## src/pin_mux_pkg.sv

```systemverilog
package pin_mux_pkg;

   localparam int              ADDR_W       = 12;
   localparam int              DATA_W       = 32;
   localparam int              HALF_W       = 16;
   localparam int              WE_LSB       = 16;
   localparam int              SEL_W        = 3;
   localparam int              PIN_COUNT    = 6;
   localparam int              ROUTE_W      = 5;
   localparam int              CODE_SPAN    = 8;

   // byte offsets of the two select words
   localparam logic [11:0]     B_UPPER_OFFSET = 12'h028;
   localparam logic [11:0]     C_LOWER_OFFSET = 12'h02c;

   // writable selector bits; everything else is reserved and reads zero
   localparam logic [15:0]     B_UPPER_RW_MASK = 16'h0007;
   localparam logic [15:0]     C_LOWER_RW_MASK = 16'h7fff;
   localparam logic [15:0]     SEL_RESET       = 16'h0000;

   // selector field positions inside the low half
   localparam int              B7_LSB = 0;
   localparam int              C0_LSB = 0;
   localparam int              C1_LSB = 3;
   localparam int              C2_LSB = 6;
   localparam int              C3_LSB = 9;
   localparam int              C4_LSB = 12;

   // routing codes
   localparam logic [2:0]      CODE_GPIO = 3'h0;
   localparam logic [2:0]      CODE_ALT1 = 3'h1;
   localparam logic [2:0]      CODE_ALT2 = 3'h2;
   localparam logic [2:0]      CODE_ALT3 = 3'h3;
   localparam logic [2:0]      CODE_ALT4 = 3'h4;

   // bit k set means code k routes somewhere on that pin
   localparam logic [7:0]      B7_LEGAL = 8'h1b;
   localparam logic [7:0]      C4_LEGAL = 8'h0f;
   localparam logic [7:0]      C3_LEGAL = 8'h0f;
   localparam logic [7:0]      C2_LEGAL = 8'h1f;
   localparam logic [7:0]      C1_LEGAL = 8'h1f;
   localparam logic [7:0]      C0_LEGAL = 8'h1b;

   // pin order in the route vector: b7, c0, c1, c2, c3, c4
   localparam logic [7:0]      PIN_LEGAL [PIN_COUNT] =
      '{B7_LEGAL, C0_LEGAL, C1_LEGAL, C2_LEGAL, C3_LEGAL, C4_LEGAL};

   // one-hot routing of a pin; all zero on a reserved code
   // alt1: audio master clk / rx frame / tx frame / bit clk / sdi / line1
   // alt2: spdif tx, pdm clock, pdm data 0, pdm data 1
   // alt3: ts sync / ts d5..d7, card clock, card reset
   // alt4: camera clock out / camera data 5..7
   typedef struct packed {
      logic alt4;
      logic alt3;
      logic alt2;
      logic alt1;
      logic gpio;
   } pin_route_type;

endpackage

```

## src/pin_function_decode.sv

```systemverilog
module pin_function_decode
  import pin_mux_pkg::*;
#(
   parameter logic [7:0] LEGAL = 8'h1f
)
(
   input  wire logic [2:0]              code,
   output pin_mux_pkg::pin_route_type   route
);

   logic [7:0] oneHot;

   always_comb
   begin
      oneHot = 8'(8'h01 << code) & LEGAL;
      route  = pin_route_type'(oneHot[ROUTE_W-1:0]);
   end

endmodule

```

## src/pin_function_select.sv

```systemverilog
// Chosen here: the APB slave port.
module pin_function_select
(
   input  wire logic                                  core_clk,
   input  wire logic                                  rst_n,
   input  wire logic                                  psel,
   input  wire logic                                  penable,
   input  wire logic                                  pwrite,
   input  wire logic [pin_mux_pkg::ADDR_W-1:0]        paddr,
   input  wire logic [pin_mux_pkg::DATA_W-1:0]        pwdata,
   output logic      [pin_mux_pkg::DATA_W-1:0]        prdata,
   output logic                                       pready,
   output logic                                       pslverr,
   output pin_mux_pkg::pin_route_type [pin_mux_pkg::PIN_COUNT-1:0] pinRoute
);
   import pin_mux_pkg::*;

   logic [HALF_W-1:0]          groupBUpper;
   logic [HALF_W-1:0]          groupCLower;
   logic [HALF_W-1:0]          next_groupBUpper;
   logic [HALF_W-1:0]          next_groupCLower;
   logic [DATA_W-1:0]          next_prdata;
   logic                       next_pready;
   logic                       next_pslverr;
   pin_route_type [PIN_COUNT-1:0] next_pinRoute;

   logic                       setupPhase;
   logic                       writeTaken;
   logic                       hitB;
   logic                       hitC;
   logic [HALF_W-1:0]          writeEnable;
   logic [HALF_W-1:0]          writeValue;
   logic [SEL_W-1:0]           pinCode [PIN_COUNT];

   assign hitB        = (paddr == B_UPPER_OFFSET);
   assign hitC        = (paddr == C_LOWER_OFFSET);
   assign setupPhase  = psel && !penable;
   // write lands only at the edge that closes the access phase
   assign writeTaken  = psel && penable && pready && pwrite;
   assign writeEnable = pwdata[DATA_W-1:WE_LSB];
   assign writeValue  = pwdata[HALF_W-1:0];

   // register bus: no wait states, answer prepared during setup
   always_comb
   begin
      next_pready  = setupPhase;
      next_pslverr = setupPhase && !(hitB || hitC);
      next_prdata  = '0;
      if (setupPhase && !pwrite)
      begin
         if (hitB)
         begin
            next_prdata = {16'h0000, groupBUpper};
         end
         else if (hitC)
         begin
            next_prdata = {16'h0000, groupCLower};
         end
      end
   end

   always_ff @(posedge core_clk or negedge rst_n)
   begin
      if (!rst_n)
      begin
         prdata  <= '0;
         pready  <= 1'b0;
         pslverr <= 1'b0;
      end
      else
      begin
         prdata  <= next_prdata;
         pready  <= next_pready;
         pslverr <= next_pslverr;
      end
   end

   // select words; masking keeps the reserved bits at zero for good
   always_comb
   begin
      next_groupBUpper = groupBUpper;
      next_groupCLower = groupCLower;
      if (writeTaken && hitB)
      begin
         next_groupBUpper = ((groupBUpper & ~writeEnable)
                            | (writeValue & writeEnable))
                            & B_UPPER_RW_MASK;
      end
      if (writeTaken && hitC)
      begin
         next_groupCLower = ((groupCLower & ~writeEnable)
                            | (writeValue & writeEnable))
                            & C_LOWER_RW_MASK;
      end
   end

   always_ff @(posedge core_clk or negedge rst_n)
   begin
      if (!rst_n)
      begin
         groupBUpper <= SEL_RESET;
         groupCLower <= SEL_RESET;
      end
      else
      begin
         groupBUpper <= next_groupBUpper;
         groupCLower <= next_groupCLower;
      end
   end

   assign pinCode[0] = groupBUpper[B7_LSB +: SEL_W];
   assign pinCode[1] = groupCLower[C0_LSB +: SEL_W];
   assign pinCode[2] = groupCLower[C1_LSB +: SEL_W];
   assign pinCode[3] = groupCLower[C2_LSB +: SEL_W];
   assign pinCode[4] = groupCLower[C3_LSB +: SEL_W];
   assign pinCode[5] = groupCLower[C4_LSB +: SEL_W];

   // per-pin decode; each pin carries its own table of legal codes
   genvar pinIdx;
   generate
      for (pinIdx = 0; pinIdx < PIN_COUNT; pinIdx++)
      begin : g_pin
         pin_function_decode #(
            .LEGAL (PIN_LEGAL[pinIdx])
         ) u_decode (
            .code  (pinCode[pinIdx]),
            .route (next_pinRoute[pinIdx])
         );
      end
   endgenerate

   // routes are registered so the pad mux never sees decode glitches
   always_ff @(posedge core_clk or negedge rst_n)
   begin
      if (!rst_n)
      begin
         pinRoute <= {PIN_COUNT{pin_route_type'(5'h01)}};
      end
      else
      begin
         pinRoute <= next_pinRoute;
      end
   end
endmodule

```

## config.mk

```make
export PLATFORM = sky130hd
export DESIGN_NAME = pin_function_select
export DESIGN_NICKNAME = d
export VERILOG_FILES = /design/src/pin_mux_pkg.sv /design/src/pin_function_decode.sv /design/src/pin_function_select.sv
export SDC_FILE = /design/constraint.sdc
export NUM_CORES = 1
export LEC_CHECK = 0
export BUFFER_PORTS_ARGS = -buffer_cell sky130_fd_sc_hd__buf_2
export CAP_MARGIN = 10
export CORE_UTILIZATION = 40
export CTS_CLUSTER_DIAMETER = 100
export DETAILED_ROUTE_END_ITERATION = 7
export HOLD_SLACK_MARGIN = 0.02
export PLACE_DENSITY = 0.7
export SLEW_MARGIN = 0
export SYNTH_ARGS = -nofsm -noshare
export SYNTH_HDL_FRONTEND = slang
export SYNTH_SLANG_ARGS = --single-unit
```

## constraint.sdc

```tcl
create_clock -name core_clk -period 2.6 [get_ports core_clk]
set_input_delay 0.26 -clock core_clk [delete_from_list [all_inputs] [get_ports core_clk]]
set_output_delay 0.26 -clock core_clk [all_outputs]
set_load 0.01 [all_outputs]
```

# After elaboration in Yosys (flattened, before gate mapping)
# Cells that the tools add are included.
[classes]
n_addsub = 0
multipliers = 0
div = 0
magnitude_cmp = 0
eq_ne = 2
n_shift = 6
mux = 3
bitwise_logic = 6
n_reduce_logical = 12
[ops]
columns = ["op", "n"]
rows = [
  ["two-way mux 32 bit", 2],
  ["bitwise AND 15 bit", 2],
  ["== test 12 x 6 -> 1 bit (second input constant)", 2],
  ["<< shifter 1 x 3 -> 5 bit (first input constant)", 4],
  ["two-way mux 15 bit", 1],
  ["NOT 15 bit", 1],
  ["OR 15 bit", 1],
  ["logical AND 1 bit", 8],
  ["<< shifter 1 x 3 -> 4 bit (first input constant)", 2],
  ["bitwise AND 3 bit", 1],
  ["logical NOT 1 bit", 3],
  ["OR 3 bit", 1],
  ["logical OR 1 bit", 1],
]
[word_totals]
register_bits = 78
latch_bits = 0
mem_bits_rw = 0
romBits = 0
word_cells = 60
memories = 0

# Logic depth before layout (Yosys ltp)
[logic_depth]
word_depth = 4
mapped_depth = 5
ltp_nobuf = 4

# Hierarchy
# Synthesis repeated with hierarchy kept, for this count alone.
[unflattened]
hier_cells = 186
area_unflattened_um2 = 2566.2
[modules_own_cells]
columns = ["module", "n_inst", "cells_per_inst", "area_per_inst_um2", "seq_area_each_um2"]
rows = [
  ["pin_function_select", 1, 152, 2326.0, 1634.1],
  ["pin_function_decode (g_pin[0].u_decode ...)", 4, 6, 41.3, 0.0],
  ["pin_function_decode (g_pin[2].u_decode ...)", 2, 5, 37.5, 0.0],
]

# Worst setup path before layout
# Ideal clock, no wire load.
[synth_path]
path_kind = "in2reg"
from = "input port paddr[4] (netlist bit)"
to = "register with a tool-made name"
arrival_ps = 1849
required_ps = 2475
slack_ps = 626
path_stages = 5
path_cell_list = "or4b_4 -> nor4_4 -> buf_6 -> nand3_1 -> mux2_4"
[synth_lines]
columns = ["element", "line_no", "rtl"]
rows = [
  ["start, declared", "pin_function_select.sv:9", "input wire logic [pin_mux_pkg::ADDR_W-1:0] paddr,"],
]

==> results by stage <==
Job:
- Max-cap violations in this run came to 0.

Clock network:
- The buffer count from post-CTS setup fixing is 0.
- TritonCTS built the clock tree.
- After clock tree synthesis, the repair step resized 0 gates.
- The number of hold buffers added after CTS is 0.
- No sink is reached through more buffers than the 2 on the longest clock path.
- At the later pin of the worst-skew pair, clock insertion delay measures roughly 0.33 ns.
- TritonCTS created 9 clock buffers.
- For this design, the sink count on the clock tree is 61.
- The clock tree synthesis step divided the H-tree into 3 levels.
- After clock tree synthesis, the clock-pin slew on the worst setup and hold paths is 0.06 ns.
- The root cell of the clock tree is sky130_fd_sc_hd__clkbuf_8.

Synthesis:
- The instance count of the mapped netlist is 179.
- By area, the combinational part of the netlist is dominated by simple AND/OR/NAND/NOR gates.
- By count the netlist is led by sky130_fd_sc_hd__dfrtp_1, sky130_fd_sc_hd__buf_4, sky130_fd_sc_hd__nand3_1.
- After synthesis, the mean cell area works out to approximately 14 um^2.
- Synthesis inferred 61 register bits.
- The number of different library cells in the post-synthesis netlist is 26.
- By area the synthesized netlist is led by sky130_fd_sc_hd__dfrtp_1, sky130_fd_sc_hd__dfstp_2, sky130_fd_sc_hd__buf_4.
- In this run, synthesis inferred 0 flip-flops with an integrated enable.
- The fraction of the mapped netlist area in adder cells is 0%.
- The area fraction in compound gates after synthesis is 0.403%.
- The sequential fraction of the synthesis area is 61.7%.
- Summing the areas of all xor and xnor instances in the mapped netlist gives 0% of the synthesized area.
- After synthesis, the largest area contributor takes up 55.4% of total cell area.
- The cell area after technology mapping is about 0.0025 mm^2.
- The number of warnings printed during yosys synthesis is 0.
- Summing the areas of all and, or, nand and nor instances in the mapped netlist gives 18.7% of the synthesized area.
- By instance count, the leading cell after synthesis is sky130_fd_sc_hd__dfrtp_1.
- Of all flip-flops after synthesis, the portion carrying an async set or reset was 100%.
- The most used flip-flop cell after synthesis is sky130_fd_sc_hd__dfrtp_1.
- The library cell occupying the most area in the post-synthesis netlist is sky130_fd_sc_hd__dfrtp_1.
- In the synthesized netlist, mux cells make up around 11% of the area.

Placement:
- After detailed placement, the total cell area comes to around 0.0029 mm^2.
- The number of I/O port buffers is 89.
- The final estimated routing congestion in global placement is 0.695.
- The wire-length estimate of the detail-placed layout is about 3 mm.
- The number of placed instances, taps included, is 341.

Floorplan:
- The horizontal die dimension is ~81 um.
- The area of the core is 0.00596 mm^2.
- The initial core utilization is 41.7%.
- The die footprint is 0.00653 mm^2.
- From bottom edge to top edge, the die measures approximately 81 um.
- In this run the core area contains 28 standard-cell rows.
- In this run the count of I/O pins placed on the die edge is 113.

Final layout:
- The core occupancy in the finished layout is 51.7%.
- For this run, the number of standard cells in the final layout without fillers is 356.
- The area of all placed cells without fillers is 0.00308 mm^2.
- The layout net count is ~330.
- The number of diodes added for antenna fixing is 0.
- The ratio of cells with drive above 1 in the final layout is 48.8%.
- The area growth from synthesis to layout is 24.0%.

Drt:
- The count of nets left with antenna violations after detail routing is 0.
- The first TritonRoute pass finished after 4 iterations.
- The average wire per cell in the routed design is 12.7 um.
- The initial DRC count is 47.
- The detailed router placed 1618 vias in this run.
- The routed design has 4.51 mm of wire.
- The DRC violation count after routing is 0.
- After detailed routing, the number of vias per cell comes to 4.54.

Global route:
- The global routing's busiest layer is met2.
- For met2 alone, demand over resource in global routing was 21.6%.
- The initial antenna violation count is 0.
- The largest net degree at the start of global routing is 62.
- The global-route wire length before repair is 6.80 mm.
- Global routing used 14.8% of the available tracks.
- The sum of overflow across all layers after global routing is 0.
- The number of global-route vias before repair is 1416.
- The met1 usage is 18.6%.
- The met3 global-route usage is 6.74%.

Timing:
- At the pin with the least slew margin, the transition time is ~0.73 ns.
- Of the available clock period, the critical path in the final layout requires 66.0%.
- The setup skew after layout is between 0.005 and 0.006 ns.
- Setup repair after global routing left no endpoint under its margin.
- The tightest slew margin relative to the limit is between 50 and 60%.
- The number of failing hold endpoints at the final stage is 0.
- In the final timing run, aggregate negative setup slack is 0 ns.
- The worst path in the final design needs a cycle of 1.72 ns, including I/O delays and setup.
- The highest attainable clock frequency is 583 MHz.
- The worst hold margin is 0.0765 ns.
- The final count of negative-setup-slack endpoints is 0.
- The max-slew violation count is 0.

Min path:
- The path class of the tightest hold or removal check is in2async.

Power and ir drop:
- The power per unit of standard cell area is 561 mW/mm^2.
- Across the VDD grid, the largest voltage drop is 0.000317 V.
- Summed over all cells, the static leakage comes to about 1.7 nW.

Worst setup path:
- The worst setup path is of the in2reg kind.
- The capturing element type of the critical path is a register.
- The data required time at the worst endpoint is 2.81 ns.
- The arrival time reported for the critical path endpoint is 1.92 ns.
- The largest driver fanout on the critical path is 18.
- The kind of start point of the critical path is a primary input.

Status:
- The flow ran to the end, and the final reports show no timing, DRC or antenna violations.
## worst max-delay path: stages
cell,delay (ns)
sky130_fd_sc_hd__buf_2,0.09
sky130_fd_sc_hd__or4b_4,0.56
sky130_fd_sc_hd__nor4_4,0.27
sky130_fd_sc_hd__buf_4,0.28
sky130_fd_sc_hd__nand3_1,0.13
sky130_fd_sc_hd__mux2_4,0.33
## cells in the final DEF, fill, tap and decap left out, types with 6 or more instances in the layout
master / count
sky130_fd_sc_hd__clkbuf_8: 10
sky130_fd_sc_hd__nor3b_1: 14
sky130_fd_sc_hd__mux2_2: 8
sky130_fd_sc_hd__dfrtp_1: 55
sky130_fd_sc_hd__nand3_1: 16
sky130_fd_sc_hd__nor3_1: 6
sky130_fd_sc_hd__mux2_4: 10
sky130_fd_sc_hd__buf_2: 89
sky130_fd_sc_hd__conb_1: 21
sky130_fd_sc_hd__dfstp_2: 6
sky130_fd_sc_hd__and2_1: 12
## power by group
| group | switching (mW) | total, mW | internal [mW] |
|---|---|---|---|
| Clock | 0.328 | 0.692 | 0.364 |
| Combinational | 0.0533 | 0.0853 | 0.0320 |
| Sequential | 0.000847 | 0.953 | 0.952 |
| Total | 0.382 | 1.73 | 1.35 |
## cell families (layout without fill, tap and decap cells)
logic type             after synthesis  in the layout
muxes                               21             21
DFF                                 61             61
and+or+nand+nor                     69             69
AOI/OAI and AO/OA                    1              1
other                                1             21
buffers and inverters               26            108
## through the flow
step / power [mW] / setup slack (ns)
6_report: 1.73 / 0.885
5_1_grt: 1.81 / 0.844
4_1_cts: 1.76 / 0.884
3_5_place_dp: 1.06 / 0.531
3_3_place_gp: 1.06 / 0.531
2_1_floorplan: 1.02 / 0.626
## layout make-up
class                           instances  area (um^2)
Clock buffer                           13          149
Clock inverter                          2         10.0
Fill cell                             543         2870
Inverter                                1         3.75
Multi-Input combinational cell        112          823
Sequential cell                        61         1530
Tap cell                               75         93.8
Timing Repair Buffer                   92          468
## worst paths after layout
kind                                from                         end  slack, ns  depth (start not counted)
worst max-delay path            paddr[4]                    register       0.88                          6
worst min-delay path               rst_n                pinRoute[21]       0.08                          2
worst max register to register    pready                    register       1.08                          5
max in group asynchronous          rst_n  asynchronous set/reset pin       2.04                          2
min in group core_clk            penable                      pready       0.12                          2
worst min register to register  register                pinRoute[25]       0.48                          1
## metal layers
layer | share of wire [%] | wire, um | vias to the layer above
met3 | 8.9 | 400 | 7
met4 | 1.2 | 52 | 0
met1 | 46 | 2060 | 755
met2 | 44 | 2000 | 85
met5 | 0 | 0 | -
li1 | - | - | 771
(Power assumes the default switching activity.)
